**src/pkg/sfc_pkg.sv**
```systemverilog
// Purpose: shared constants for the serial flash command framing block
// Assumes: single I/O link, four address bytes on array commands other than chip erase
// Notes: command info is a flag vector indexed by the INF_ positions
package sfc_pkg;

    // Command info flag positions
    localparam int INF_READ = 0;
    localparam int INF_WRITE = 1;
    localparam int INF_ADDR = 2;
    localparam int INF_DIN = 3;
    localparam int INF_ARRAY = 4;
    localparam int INF_W = 5;
    localparam logic [INF_W-1:0] INF_NONE = 5'h00;

    // Opcodes
    localparam logic [7:0] OP_READ = 8'h03;
    localparam logic [7:0] OP_RDID = 8'h9f;
    localparam logic [7:0] OP_RDSR = 8'h05;
    localparam logic [7:0] OP_RDCR = 8'h15;
    localparam logic [7:0] OP_WREN = 8'h06;
    localparam logic [7:0] OP_WRDI = 8'h04;
    localparam logic [7:0] OP_WRSR = 8'h01;
    localparam logic [7:0] OP_SE = 8'h20;
    localparam logic [7:0] OP_BE32 = 8'h52;
    localparam logic [7:0] OP_BE64 = 8'hd8;
    localparam logic [7:0] OP_CE = 8'hc7;
    localparam logic [7:0] OP_PP = 8'h02;
    localparam logic [7:0] OP_DP = 8'hb9;
    localparam logic [7:0] OP_RSTEN = 8'h66;
    localparam logic [7:0] OP_RST = 8'h99;

    // Bit counts within a phase
    localparam logic [5:0] BIT_LAST_BYTE = 6'h07;
    localparam logic [5:0] BIT_LAST_ADDR = 6'h1f;
    localparam logic [2:0] OUT_LAST_BIT = 3'h7;

    // Array map: 4 KB sectors, 32 KB and 64 KB blocks, 128 MB array
    localparam int SECTOR_LSB = 12;
    localparam int BLK32_LSB = 15;
    localparam int BLK64_LSB = 16;
    localparam int ARRAY_MSB = 26;
    localparam logic [10:0] BLK64_FIRST = 11'h000;
    localparam logic [10:0] BLK64_LAST = 11'h7ff;

endpackage

```
**src/hw/sfc_pin_sync.sv**
```systemverilog
// Purpose: two-flop synchroniser with edge pulses for one pin
// Assumes: pin is asynchronous to mclk
// Notes: edges are found on the second and third stages only
`timescale 1ns/1ns
`default_nettype none
module sfc_pin_sync #(
    parameter logic RST_VAL = 1'b0
) (
    // System
    input wire logic mclk,
    input wire logic resetn,
    // Pin
    input wire logic pin,
    // Synchronised view
    output logic lvl,
    output logic rise,
    output logic fall
);
    logic s1_reg;
    logic s2_reg;
    logic s3_reg;
    logic s1_next;
    logic s2_next;
    logic s3_next;

    always_comb begin
        s1_next = pin;
        s2_next = s1_reg;
        s3_next = s2_reg;
    end

    // Reset to the pin's idle level, so no false edge follows reset
    always_ff @(posedge mclk or negedge resetn) begin
        if (!resetn) begin
            s1_reg <= RST_VAL;
            s2_reg <= RST_VAL;
            s3_reg <= RST_VAL;
        end else begin
            s1_reg <= s1_next;
            s2_reg <= s2_next;
            s3_reg <= s3_next;
        end
    end

    assign lvl = s2_reg;
    assign rise = s2_reg & ~s3_reg;
    assign fall = ~s2_reg & s3_reg;
endmodule
`default_nettype wire

```
**src/hw/sfc_cmd_frame.sv**
```systemverilog
// Purpose: command framing front end of a serial NOR flash
// Assumes: sclk, cs_n, si asynchronous; wip and rd_data on mclk
// Notes: sclk period at least eight mclk periods
`timescale 1ns/1ns
`default_nettype none
module sfc_cmd_frame import sfc_pkg::*; (
    // System
    input wire logic mclk,
    input wire logic resetn,
    // Flash pins
    input wire logic sclk,
    input wire logic cs_n,
    input wire logic si,
    output logic so_o,
    output logic so_oe,
    // Core status and read data
    input wire logic wip,
    input wire logic [7:0] rd_data,
    // Read channel
    output logic rd_req,
    output logic [7:0] rd_op,
    output logic [31:0] rd_addr,
    // Write data channel
    output logic din_stb,
    output logic [7:0] din_byte,
    // Command execution
    output logic exec_stb,
    output logic [7:0] exec_op,
    output logic [31:0] exec_addr,
    output logic [14:0] exec_sector,
    output logic [11:0] exec_blk32,
    output logic [10:0] exec_block,
    output logic exec_fine_lock,
    output logic reject_stb,
    output logic active
);
    typedef enum logic [4:0] {
        ST_IDLE = 5'h01,
        ST_CMD = 5'h02,
        ST_ADDR = 5'h04,
        ST_DIN = 5'h08,
        ST_DOUT = 5'h10
    } sfc_state_t;

    function automatic logic [INF_W-1:0] cmd_info(input logic [7:0] op);
        logic [INF_W-1:0] f;
        f = INF_NONE;
        case (op)
            OP_READ: begin
                f[INF_READ] = 1'b1;
                f[INF_ADDR] = 1'b1;
                f[INF_ARRAY] = 1'b1;
            end
            OP_RDID, OP_RDSR, OP_RDCR: begin
                f[INF_READ] = 1'b1;
            end
            OP_SE, OP_BE32, OP_BE64: begin
                f[INF_WRITE] = 1'b1;
                f[INF_ADDR] = 1'b1;
                f[INF_ARRAY] = 1'b1;
            end
            OP_PP: begin
                f[INF_WRITE] = 1'b1;
                f[INF_ADDR] = 1'b1;
                f[INF_DIN] = 1'b1;
                f[INF_ARRAY] = 1'b1;
            end
            OP_CE: begin
                f[INF_WRITE] = 1'b1;
                f[INF_ARRAY] = 1'b1;
            end
            OP_WRSR: begin
                f[INF_WRITE] = 1'b1;
                f[INF_DIN] = 1'b1;
            end
            OP_WREN, OP_WRDI, OP_DP, OP_RSTEN, OP_RST: begin
                f[INF_WRITE] = 1'b1;
            end
            default: begin
                f = INF_NONE;
            end
        endcase
        return f;
    endfunction

    // Pin synchronisers: sclk, cs_n, si
    logic [2:0] pin_raw;
    logic [2:0] pin_lvl;
    logic [2:0] pin_rise;
    logic [2:0] pin_fall;
    localparam logic [2:0] PIN_RST = 3'h2;

    assign pin_raw = {si, cs_n, sclk};

    genvar gi;
    generate
        for (gi = 0; gi < 3; gi++) begin : g_sync
            sfc_pin_sync #(
                .RST_VAL(PIN_RST[gi])
            ) u_sync (
                .mclk(mclk),
                .resetn(resetn),
                .pin(pin_raw[gi]),
                .lvl(pin_lvl[gi]),
                .rise(pin_rise[gi]),
                .fall(pin_fall[gi])
            );
        end
    endgenerate

    logic sclk_rise;
    logic sclk_fall;
    logic cs_lvl;
    logic cs_rise;
    logic cs_fall;
    logic si_lvl;
    assign sclk_rise = pin_rise[0];
    assign sclk_fall = pin_fall[0];
    assign cs_lvl = pin_lvl[1];
    assign cs_rise = pin_rise[1];
    assign cs_fall = pin_fall[1];
    assign si_lvl = pin_lvl[2];

    sfc_state_t state_reg, state_next;
    logic [5:0] bits_reg, bits_next;
    logic [7:0] op_reg, op_next;
    logic [INF_W-1:0] info_reg, info_next;
    logic [31:0] addr_reg, addr_next;
    logic [7:0] ish_reg, ish_next;
    logic [7:0] osh_reg, osh_next;
    logic [2:0] ocnt_reg, ocnt_next;
    logic got_reg, got_next;
    logic so_reg, so_next;
    logic oe_reg, oe_next;
    logic rdreq_reg, rdreq_next;
    logic [7:0] rdop_reg, rdop_next;
    logic [31:0] rdaddr_reg, rdaddr_next;
    logic dstb_reg, dstb_next;
    logic [7:0] dbyte_reg, dbyte_next;
    logic xstb_reg, xstb_next;
    logic [7:0] xop_reg, xop_next;
    logic [31:0] xaddr_reg, xaddr_next;
    logic rej_reg, rej_next;
    logic act_reg, act_next;
    logic fine_reg, fine_next;
    logic [7:0] sh;
    logic [INF_W-1:0] sh_info;
    logic [10:0] xblk;

    assign sh = {ish_reg[6:0], si_lvl};
    assign sh_info = cmd_info(sh);

    always_comb begin
        state_next = state_reg;
        bits_next = bits_reg;
        op_next = op_reg;
        info_next = info_reg;
        addr_next = addr_reg;
        ish_next = ish_reg;
        osh_next = osh_reg;
        ocnt_next = ocnt_reg;
        got_next = got_reg;
        so_next = so_reg;
        rdreq_next = 1'b0;
        rdop_next = rdop_reg;
        rdaddr_next = rdaddr_reg;
        dstb_next = 1'b0;
        dbyte_next = dbyte_reg;
        xstb_next = 1'b0;
        xop_next = xop_reg;
        xaddr_next = xaddr_reg;
        rej_next = 1'b0;
        if (cs_lvl) begin
            state_next = ST_IDLE;
            if (cs_rise && state_reg == ST_DIN) begin
                if (bits_reg[2:0] == 3'h0 &&
                    (!info_reg[INF_DIN] || got_reg)) begin
                    xstb_next = 1'b1;
                    xop_next = op_reg;
                    xaddr_next = addr_reg;
                end else begin
                    rej_next = 1'b1;
                end
            end else if (cs_rise && state_reg == ST_ADDR &&
                         info_reg[INF_WRITE]) begin
                rej_next = 1'b1;
            end
        end else if (state_reg == ST_IDLE) begin
            // only a fresh select fall leaves standby
            // no sclk level is assumed at select fall
            if (cs_fall) begin
                state_next = ST_CMD;
                bits_next = 6'h00;
                got_next = 1'b0;
            end
        end else if (sclk_rise && state_reg != ST_DOUT) begin
            // every input bit taken on sclk rise
            ish_next = sh;
            bits_next = bits_reg + 6'h01;
            case (state_reg)
                ST_CMD: begin
                    if (bits_reg == BIT_LAST_BYTE) begin
                        bits_next = 6'h00;
                        op_next = sh;
                        info_next = sh_info;
                        if (sh_info == INF_NONE) begin
                            state_next = ST_IDLE;
                            rej_next = 1'b1;
                        end else if (wip && sh_info[INF_ARRAY]) begin
                            state_next = ST_IDLE;
                        end else if (sh_info[INF_ADDR]) begin
                            state_next = ST_ADDR;
                        end else if (sh_info[INF_READ]) begin
                            state_next = ST_DOUT;
                            rdreq_next = 1'b1;
                            rdop_next = sh;
                            rdaddr_next = 32'h0000_0000;
                            ocnt_next = 3'h0;
                        end else begin
                            state_next = ST_DIN;
                        end
                    end
                end
                ST_ADDR: begin
                    addr_next = {addr_reg[30:0], si_lvl};
                    if (bits_reg == BIT_LAST_ADDR) begin
                        bits_next = 6'h00;
                        if (info_reg[INF_READ]) begin
                            state_next = ST_DOUT;
                            rdreq_next = 1'b1;
                            rdop_next = op_reg;
                            rdaddr_next = {addr_reg[30:0], si_lvl};
                            ocnt_next = 3'h0;
                        end else begin
                            state_next = ST_DIN;
                        end
                    end
                end
                ST_DIN: begin
                    if (bits_reg == BIT_LAST_BYTE) begin
                        bits_next = 6'h00;
                        got_next = 1'b1;
                        dstb_next = info_reg[INF_DIN];
                        dbyte_next = sh;
                    end
                end
                default: begin
                    state_next = ST_IDLE;
                end
            endcase
        end else if (sclk_fall && state_reg == ST_DOUT) begin
            // launch on sclk fall, fresh byte at bit 0
            if (ocnt_reg == 3'h0) begin
                so_next = rd_data[7];
                osh_next = {rd_data[6:0], 1'b0};
            end else begin
                so_next = osh_reg[7];
                osh_next = {osh_reg[6:0], 1'b0};
            end
            ocnt_next = ocnt_reg + 3'h1;
            if (ocnt_reg == OUT_LAST_BIT) begin
                rdreq_next = 1'b1;
            end
        end
        // output enabled only in the output phase
        oe_next = (state_next == ST_DOUT) && (oe_reg || sclk_fall);
        act_next = (state_next != ST_IDLE);
        // end blocks flagged for per-sector lock
        fine_next = (xaddr_next[ARRAY_MSB:BLK64_LSB] == BLK64_FIRST) ||
            (xaddr_next[ARRAY_MSB:BLK64_LSB] == BLK64_LAST);
    end

    // reset lands in standby with output released
    always_ff @(posedge mclk or negedge resetn) begin
        if (!resetn) begin
            state_reg <= ST_IDLE;
            bits_reg <= 6'h00;
            op_reg <= 8'h00;
            info_reg <= INF_NONE;
            addr_reg <= 32'h0000_0000;
            ish_reg <= 8'h00;
            osh_reg <= 8'h00;
            ocnt_reg <= 3'h0;
            got_reg <= 1'b0;
            so_reg <= 1'b0;
            oe_reg <= 1'b0;
            rdreq_reg <= 1'b0;
            rdop_reg <= 8'h00;
            rdaddr_reg <= 32'h0000_0000;
            dstb_reg <= 1'b0;
            dbyte_reg <= 8'h00;
            xstb_reg <= 1'b0;
            xop_reg <= 8'h00;
            xaddr_reg <= 32'h0000_0000;
            rej_reg <= 1'b0;
            act_reg <= 1'b0;
            fine_reg <= 1'b1;
        end else begin
            state_reg <= state_next;
            bits_reg <= bits_next;
            op_reg <= op_next;
            info_reg <= info_next;
            addr_reg <= addr_next;
            ish_reg <= ish_next;
            osh_reg <= osh_next;
            ocnt_reg <= ocnt_next;
            got_reg <= got_next;
            so_reg <= so_next;
            oe_reg <= oe_next;
            rdreq_reg <= rdreq_next;
            rdop_reg <= rdop_next;
            rdaddr_reg <= rdaddr_next;
            dstb_reg <= dstb_next;
            dbyte_reg <= dbyte_next;
            xstb_reg <= xstb_next;
            xop_reg <= xop_next;
            xaddr_reg <= xaddr_next;
            rej_reg <= rej_next;
            act_reg <= act_next;
            fine_reg <= fine_next;
        end
    end

    // sector and block indices from the array address
    // 64 KB block is the normal lock unit
    // end blocks lock per sector instead
    assign xblk = xaddr_reg[ARRAY_MSB:BLK64_LSB];
    assign exec_sector = xaddr_reg[ARRAY_MSB:SECTOR_LSB];
    assign exec_blk32 = xaddr_reg[ARRAY_MSB:BLK32_LSB];
    assign exec_block = xblk;
    assign exec_fine_lock = fine_reg;

    assign so_o = so_reg;
    assign so_oe = oe_reg;
    assign rd_req = rdreq_reg;
    assign rd_op = rdop_reg;
    assign rd_addr = rdaddr_reg;
    assign din_stb = dstb_reg;
    assign din_byte = dbyte_reg;
    assign exec_stb = xstb_reg;
    assign exec_op = xop_reg;
    assign exec_addr = xaddr_reg;
    assign reject_stb = rej_reg;
    assign active = act_reg;

    a_standby_hiz:
        assert property (@(posedge mclk) disable iff (!resetn)
            state_reg == ST_IDLE |=> !so_oe)
        else $error("data output driven in standby");
    a_invalid_standby:
        assert property (@(posedge mclk) disable iff (!resetn)
            (state_reg == ST_CMD && !cs_lvl && sclk_rise &&
             bits_reg == BIT_LAST_BYTE && sh_info == INF_NONE)
            |=> state_reg == ST_IDLE && reject_stb)
        else $error("invalid opcode did not reach standby");
    a_stay_standby:
        assert property (@(posedge mclk) disable iff (!resetn)
            state_reg == ST_IDLE && !cs_fall |=> state_reg == ST_IDLE)
        else $error("standby left without select fall");
    a_rise_ends:
        assert property (@(posedge mclk) disable iff (!resetn)
            cs_rise |=> !active ##1 !active && !so_oe)
        else $error("active after select rise");
    a_launch_fall:
        assert property (@(posedge mclk) disable iff (!resetn)
            so_oe && $changed(so_o) |-> $past(sclk_fall))
        else $error("output bit changed off sclk fall");
    a_sample_rise:
        assert property (@(posedge mclk) disable iff (!resetn)
            state_reg == ST_CMD && !cs_lvl && !sclk_rise
            |=> $stable(ish_reg) && $stable(bits_reg))
        else $error("input shifted without sclk rise");
    a_exec_aligned:
        assert property (@(posedge mclk) disable iff (!resetn)
            exec_stb |-> $past(bits_reg[2:0]) == 3'h0 && !reject_stb)
        else $error("write command run off byte boundary");
    a_unaligned_drop:
        assert property (@(posedge mclk) disable iff (!resetn)
            cs_rise && state_reg == ST_DIN && bits_reg[2:0] != 3'h0
            |=> reject_stb && !exec_stb)
        else $error("unaligned write command not discarded");
    a_busy_ignore:
        assert property (@(posedge mclk) disable iff (!resetn)
            (state_reg == ST_CMD && !cs_lvl && sclk_rise && wip &&
             bits_reg == BIT_LAST_BYTE && sh_info[INF_ARRAY])
            |=> state_reg == ST_IDLE && !rd_req ##1 !exec_stb)
        else $error("array access taken while busy");
    a_oe_phase:
        assert property (@(posedge mclk) disable iff (!resetn)
            so_oe |-> state_reg == ST_DOUT && active)
        else $error("output enabled outside data phase");
endmodule
`default_nettype wire

```
**config.mk**
```make
export PLATFORM = sky130hd
export DESIGN_NAME = sfc_cmd_frame
export DESIGN_NICKNAME = d
export VERILOG_FILES = /design/src/pkg/sfc_pkg.sv /design/src/hw/sfc_pin_sync.sv /design/src/hw/sfc_cmd_frame.sv
export SDC_FILE = /design/constraint.sdc
export NUM_CORES = 1
export LEC_CHECK = 0
export CAP_MARGIN = 20
export CORE_MARGIN = 2
export CORE_UTILIZATION = 40
export CTS_CLUSTER_DIAMETER = 100
export DETAILED_ROUTE_END_ITERATION = 8
export DONT_BUFFER_PORTS = 1
export HOLD_SLACK_MARGIN = 0.1
export PLACE_DENSITY_LB_ADDON = 0.3
export SYNTH_ARGS = -nofsm -noshare
export SYNTH_HDL_FRONTEND = slang
export SYNTH_SLANG_ARGS = --single-unit
```
**constraint.sdc**
```tcl
create_clock -name mclk -period 3.1 [get_ports mclk]
set_input_delay 0.775 -clock mclk [delete_from_list [all_inputs] [get_ports mclk]]
set_output_delay 0.775 -clock mclk [all_outputs]
set_load 0.02 [all_outputs]
```
==> results.txt <==
Register area share after synthesis -> 55.9%
Max Root-Sink Buffers -> 2
Status -> complete, no violations
Syn-to-layout area delta -> 6.87%
Ys async rst share -> 100%
Gpl congestion -> 0.912
Area after DPL -> 7850 um2
Dpl cells -> 875
Final net count -> 648
Yosys cell types -> 65
Internal power -> 0.00369 W
Critical R2R Launch -> state_reg[3]
DR WL/cell -> 17.4 um
Clk_skew -> 0.0120 ns
Worst Path Arrival -> 2.85 ns
Resized Gates After CTS -> 0
Drt first pass iters -> 4
Core area -> 19400 um2
Post-CTS Repair Setup Buffers -> 0
Site row count -> 51
Top-area cell type share of the netlist area -> 54.2%
Ports -> 148
Syn_nets -> 699
Clock slew at reported path FFs -> 0.07 ns
Final hold viol count -> 0
Crit Path Max Fanout -> 40
CP Launch Type -> register
Sw Pwr -> 0.00115 W
Drt drc -> 0
CTS Root Cell -> clkbuf_16
Power per cell area -> 575 nW/um2
Diode count -> 0
Antenna violations before repair -> 0
H-tree Lvls -> 4
Sequential power share -> 50.6%
Initial Util -> 40.7%
Die ar. -> 20900 um2
Share of cells above drive strength 1 -> 24.1%
Worst endpoint required time -> 3.37 ns
R2R Setup Slk -> 0.52 ns
Worst min-delay path class -> in2async
Slew @ Worst Pin -> 0.899 ns
Worst-case reg-to-reg path depth -> 7
Drt total wl -> 15800 um
Setup-failing EPs final -> 0
Worst slack, placed -> 0.506 ns
CP endpoint kind -> register
Minimum clock period -> 2.58 ns
Post-DRT Antenna Nets -> 0
Via count -> 4767
IO buf count -> 0
Fin Setup TNS -> 0 ns
Non-Filler Instances -> 907
Worst-Skew Late Latency -> 0.42 ns
Vias in the first global route -> 4695
Largest area contributor in the netlist -> dfrtp_1
Clock sinks -> 176
Sw frac -> 23.8%
Most common library cells after synthesis -> dfrtp_1 (171), nand2_1 (97), mux2_2 (92)
Mapped Area -> 7890 um2
Die X -> 144 um
CP Class -> reg2reg
Hpwl dp -> 10500 um
Gr ovfl total -> 0
Filler cells -> 1840
Largest net degree at the start of global routing -> 177
Maximum clock frequency -> 0.387 GHz
Util after Layout -> 43.5%
Synthesized instance count -> 680
Worst R2R End -> rd_addr[0]
Count leader, synth -> dfrtp_1
Synth Warn # -> 0
Die height -> 144 um
Number of max-cap violations -> 0
Clock share of power -> 43.1%
First-pass GRT wire length -> 25200 um
Global-route usage over all layers -> 15.5%
LEAKAGE -> 3.91 nW
Mapped Avg Cell Area -> 11.6 um2
Design area -> 8430 um2
Most common flop cell mapped by yosys -> dfrtp_1
Synth Register Bits -> 176
Maximum VDD drop -> 0.000364 V
CTS buffer count -> 17
Fin crit share -> 83.4%
Combinational share of power -> 6.2%
CTS tree -> yes
Synth area leaders -> dfrtp_1 (54%), mux2_2 (13%), nand2_1 (4.6%), buf_4 (3.6%), o21ai_0 (2.9%)
Vias/cell -> 5.26
Post-synth EDFFs -> 0
Max Slew Vio Count -> 0
Setup WS post-layout -> 0.516 ns
RSZ-0062 raised after global routing -> no
Relative slew slack -> 39.8%
DR iter-0 viols -> 274
==> layout by cell type, fill, tap and decap left out, drive strengths merged, types with 2 or more instances in the layout <==
cell      synthesis  routed
a21o              3       3
a21oi             8       8
a22o              2       2
a31oi             2       2
and3              3       3
and3b             4       4
and4              3       3
and4b             3       3
buf              53       9
clkbuf           26      21
clkinv            0       3
clkinvlp          0       3
dfrtp           171     171
dfstp             5       5
ha                5       5
inv               9      13
mux2             95      95
mux2i            16      16
nand2            97      97
nand2b            5       5
nand3            13      13
nand3b            4       4
nand4             3       3
nor2             19      19
nor2b             3       3
nor3             10      10
nor3b             4       4
nor4             10      10
o211ai            5       5
o21a              3       3
o21ai            60      60
or2               5       5
or3               3       3
or4               2       2
or4b              2       2
xnor2             6       6
==> worst max-delay path, cell delays in order (launching register included) <==
cell,delay [ns]
dfrtp_1,0.47
or4b_4,0.59
nand4bb_4,0.24
nor3_2,0.33
o21ai_4,0.30
buf_4,0.32
nand2_1,0.09
o21ai_0,0.07
==> how the worst max path moves through the flow <==
stage / from / end / slack, ns / depth (start not counted)
final: state_reg[3] / rd_addr[0] / 0.52 / 7
after global routing: bits_reg[0] / rd_addr[19] / 0.28 / 8
after CTS: state_reg[3] / rd_addr[0] / 0.50 / 7
after detailed placement: state_reg[3] / rd_addr[0] / 0.51 / 7
after global placement: state_reg[3] / rd_addr[0] / 0.61 / 7
after floorplan: state_reg[3] / op_reg[4] / 0.82 / 7
==> power groups by stage <==
stage	Sequential [W]	Clock [W]	Combinational (W)
after floorplan	0.00242	0	0.000306
after global routing	0.00247	0.00224	0.000343
final	0.00245	0.00209	0.000302
after detailed placement	0.00250	0	0.000301
after global placement	0.00249	0	0.000295
after CTS	0.00245	0.00215	0.000302
==> logic make-up (layout without fill, tap and decap cells) <==
logic type | after synthesis | in the layout | share of synthesized area (%)
DFF | 176 | 176 | 55.9
adders and majority gates | 5 | 5 | 0.793
AOI/OAI and AO/OA | 95 | 95 | 7.22
muxes | 111 | 111 | 15.7
and+or+nand+nor | 198 | 198 | 13.1
xor gates and xnor gates | 7 | 7 | 0.777
buffers and inverters | 88 | 50 | 6.49
==> stage by stage <==
step	total power, W	hold WS [ns]
2_1_floorplan	0.00272	0.331
6_report	0.00484	0.0440
3_3_place_gp	0.00278	0.343
4_1_cts	0.00490	0.0270
5_1_grt	0.00505	0.0195
3_5_place_dp	0.00280	0.341
==> layout make-up <==
cell class	instances	area, um2	share of cell area [%]
flip-flops and latches	176	4410	52.3
inverters	9	33.8	0.401
repair buffers	9	92.6	1.10
multi-input cells	416	2980	35.3
well taps	265	332	3.93
clock buffers	21	480	5.70
clock inverters	11	103	1.22
==> metal layers <==
layer | vias to the layer above | GRT usage (%) | part of all wire, %
met5 | - | 0 | 0
met4 | 0 | 5.98 | 1.8
li1 | 2235 | - | -
met1 | 2383 | 19.4 | 43
met3 | 20 | 4.70 | 6.8
met2 | 129 | 25.2 | 49
No activity file was read; power rests on OpenSTA's default activity.
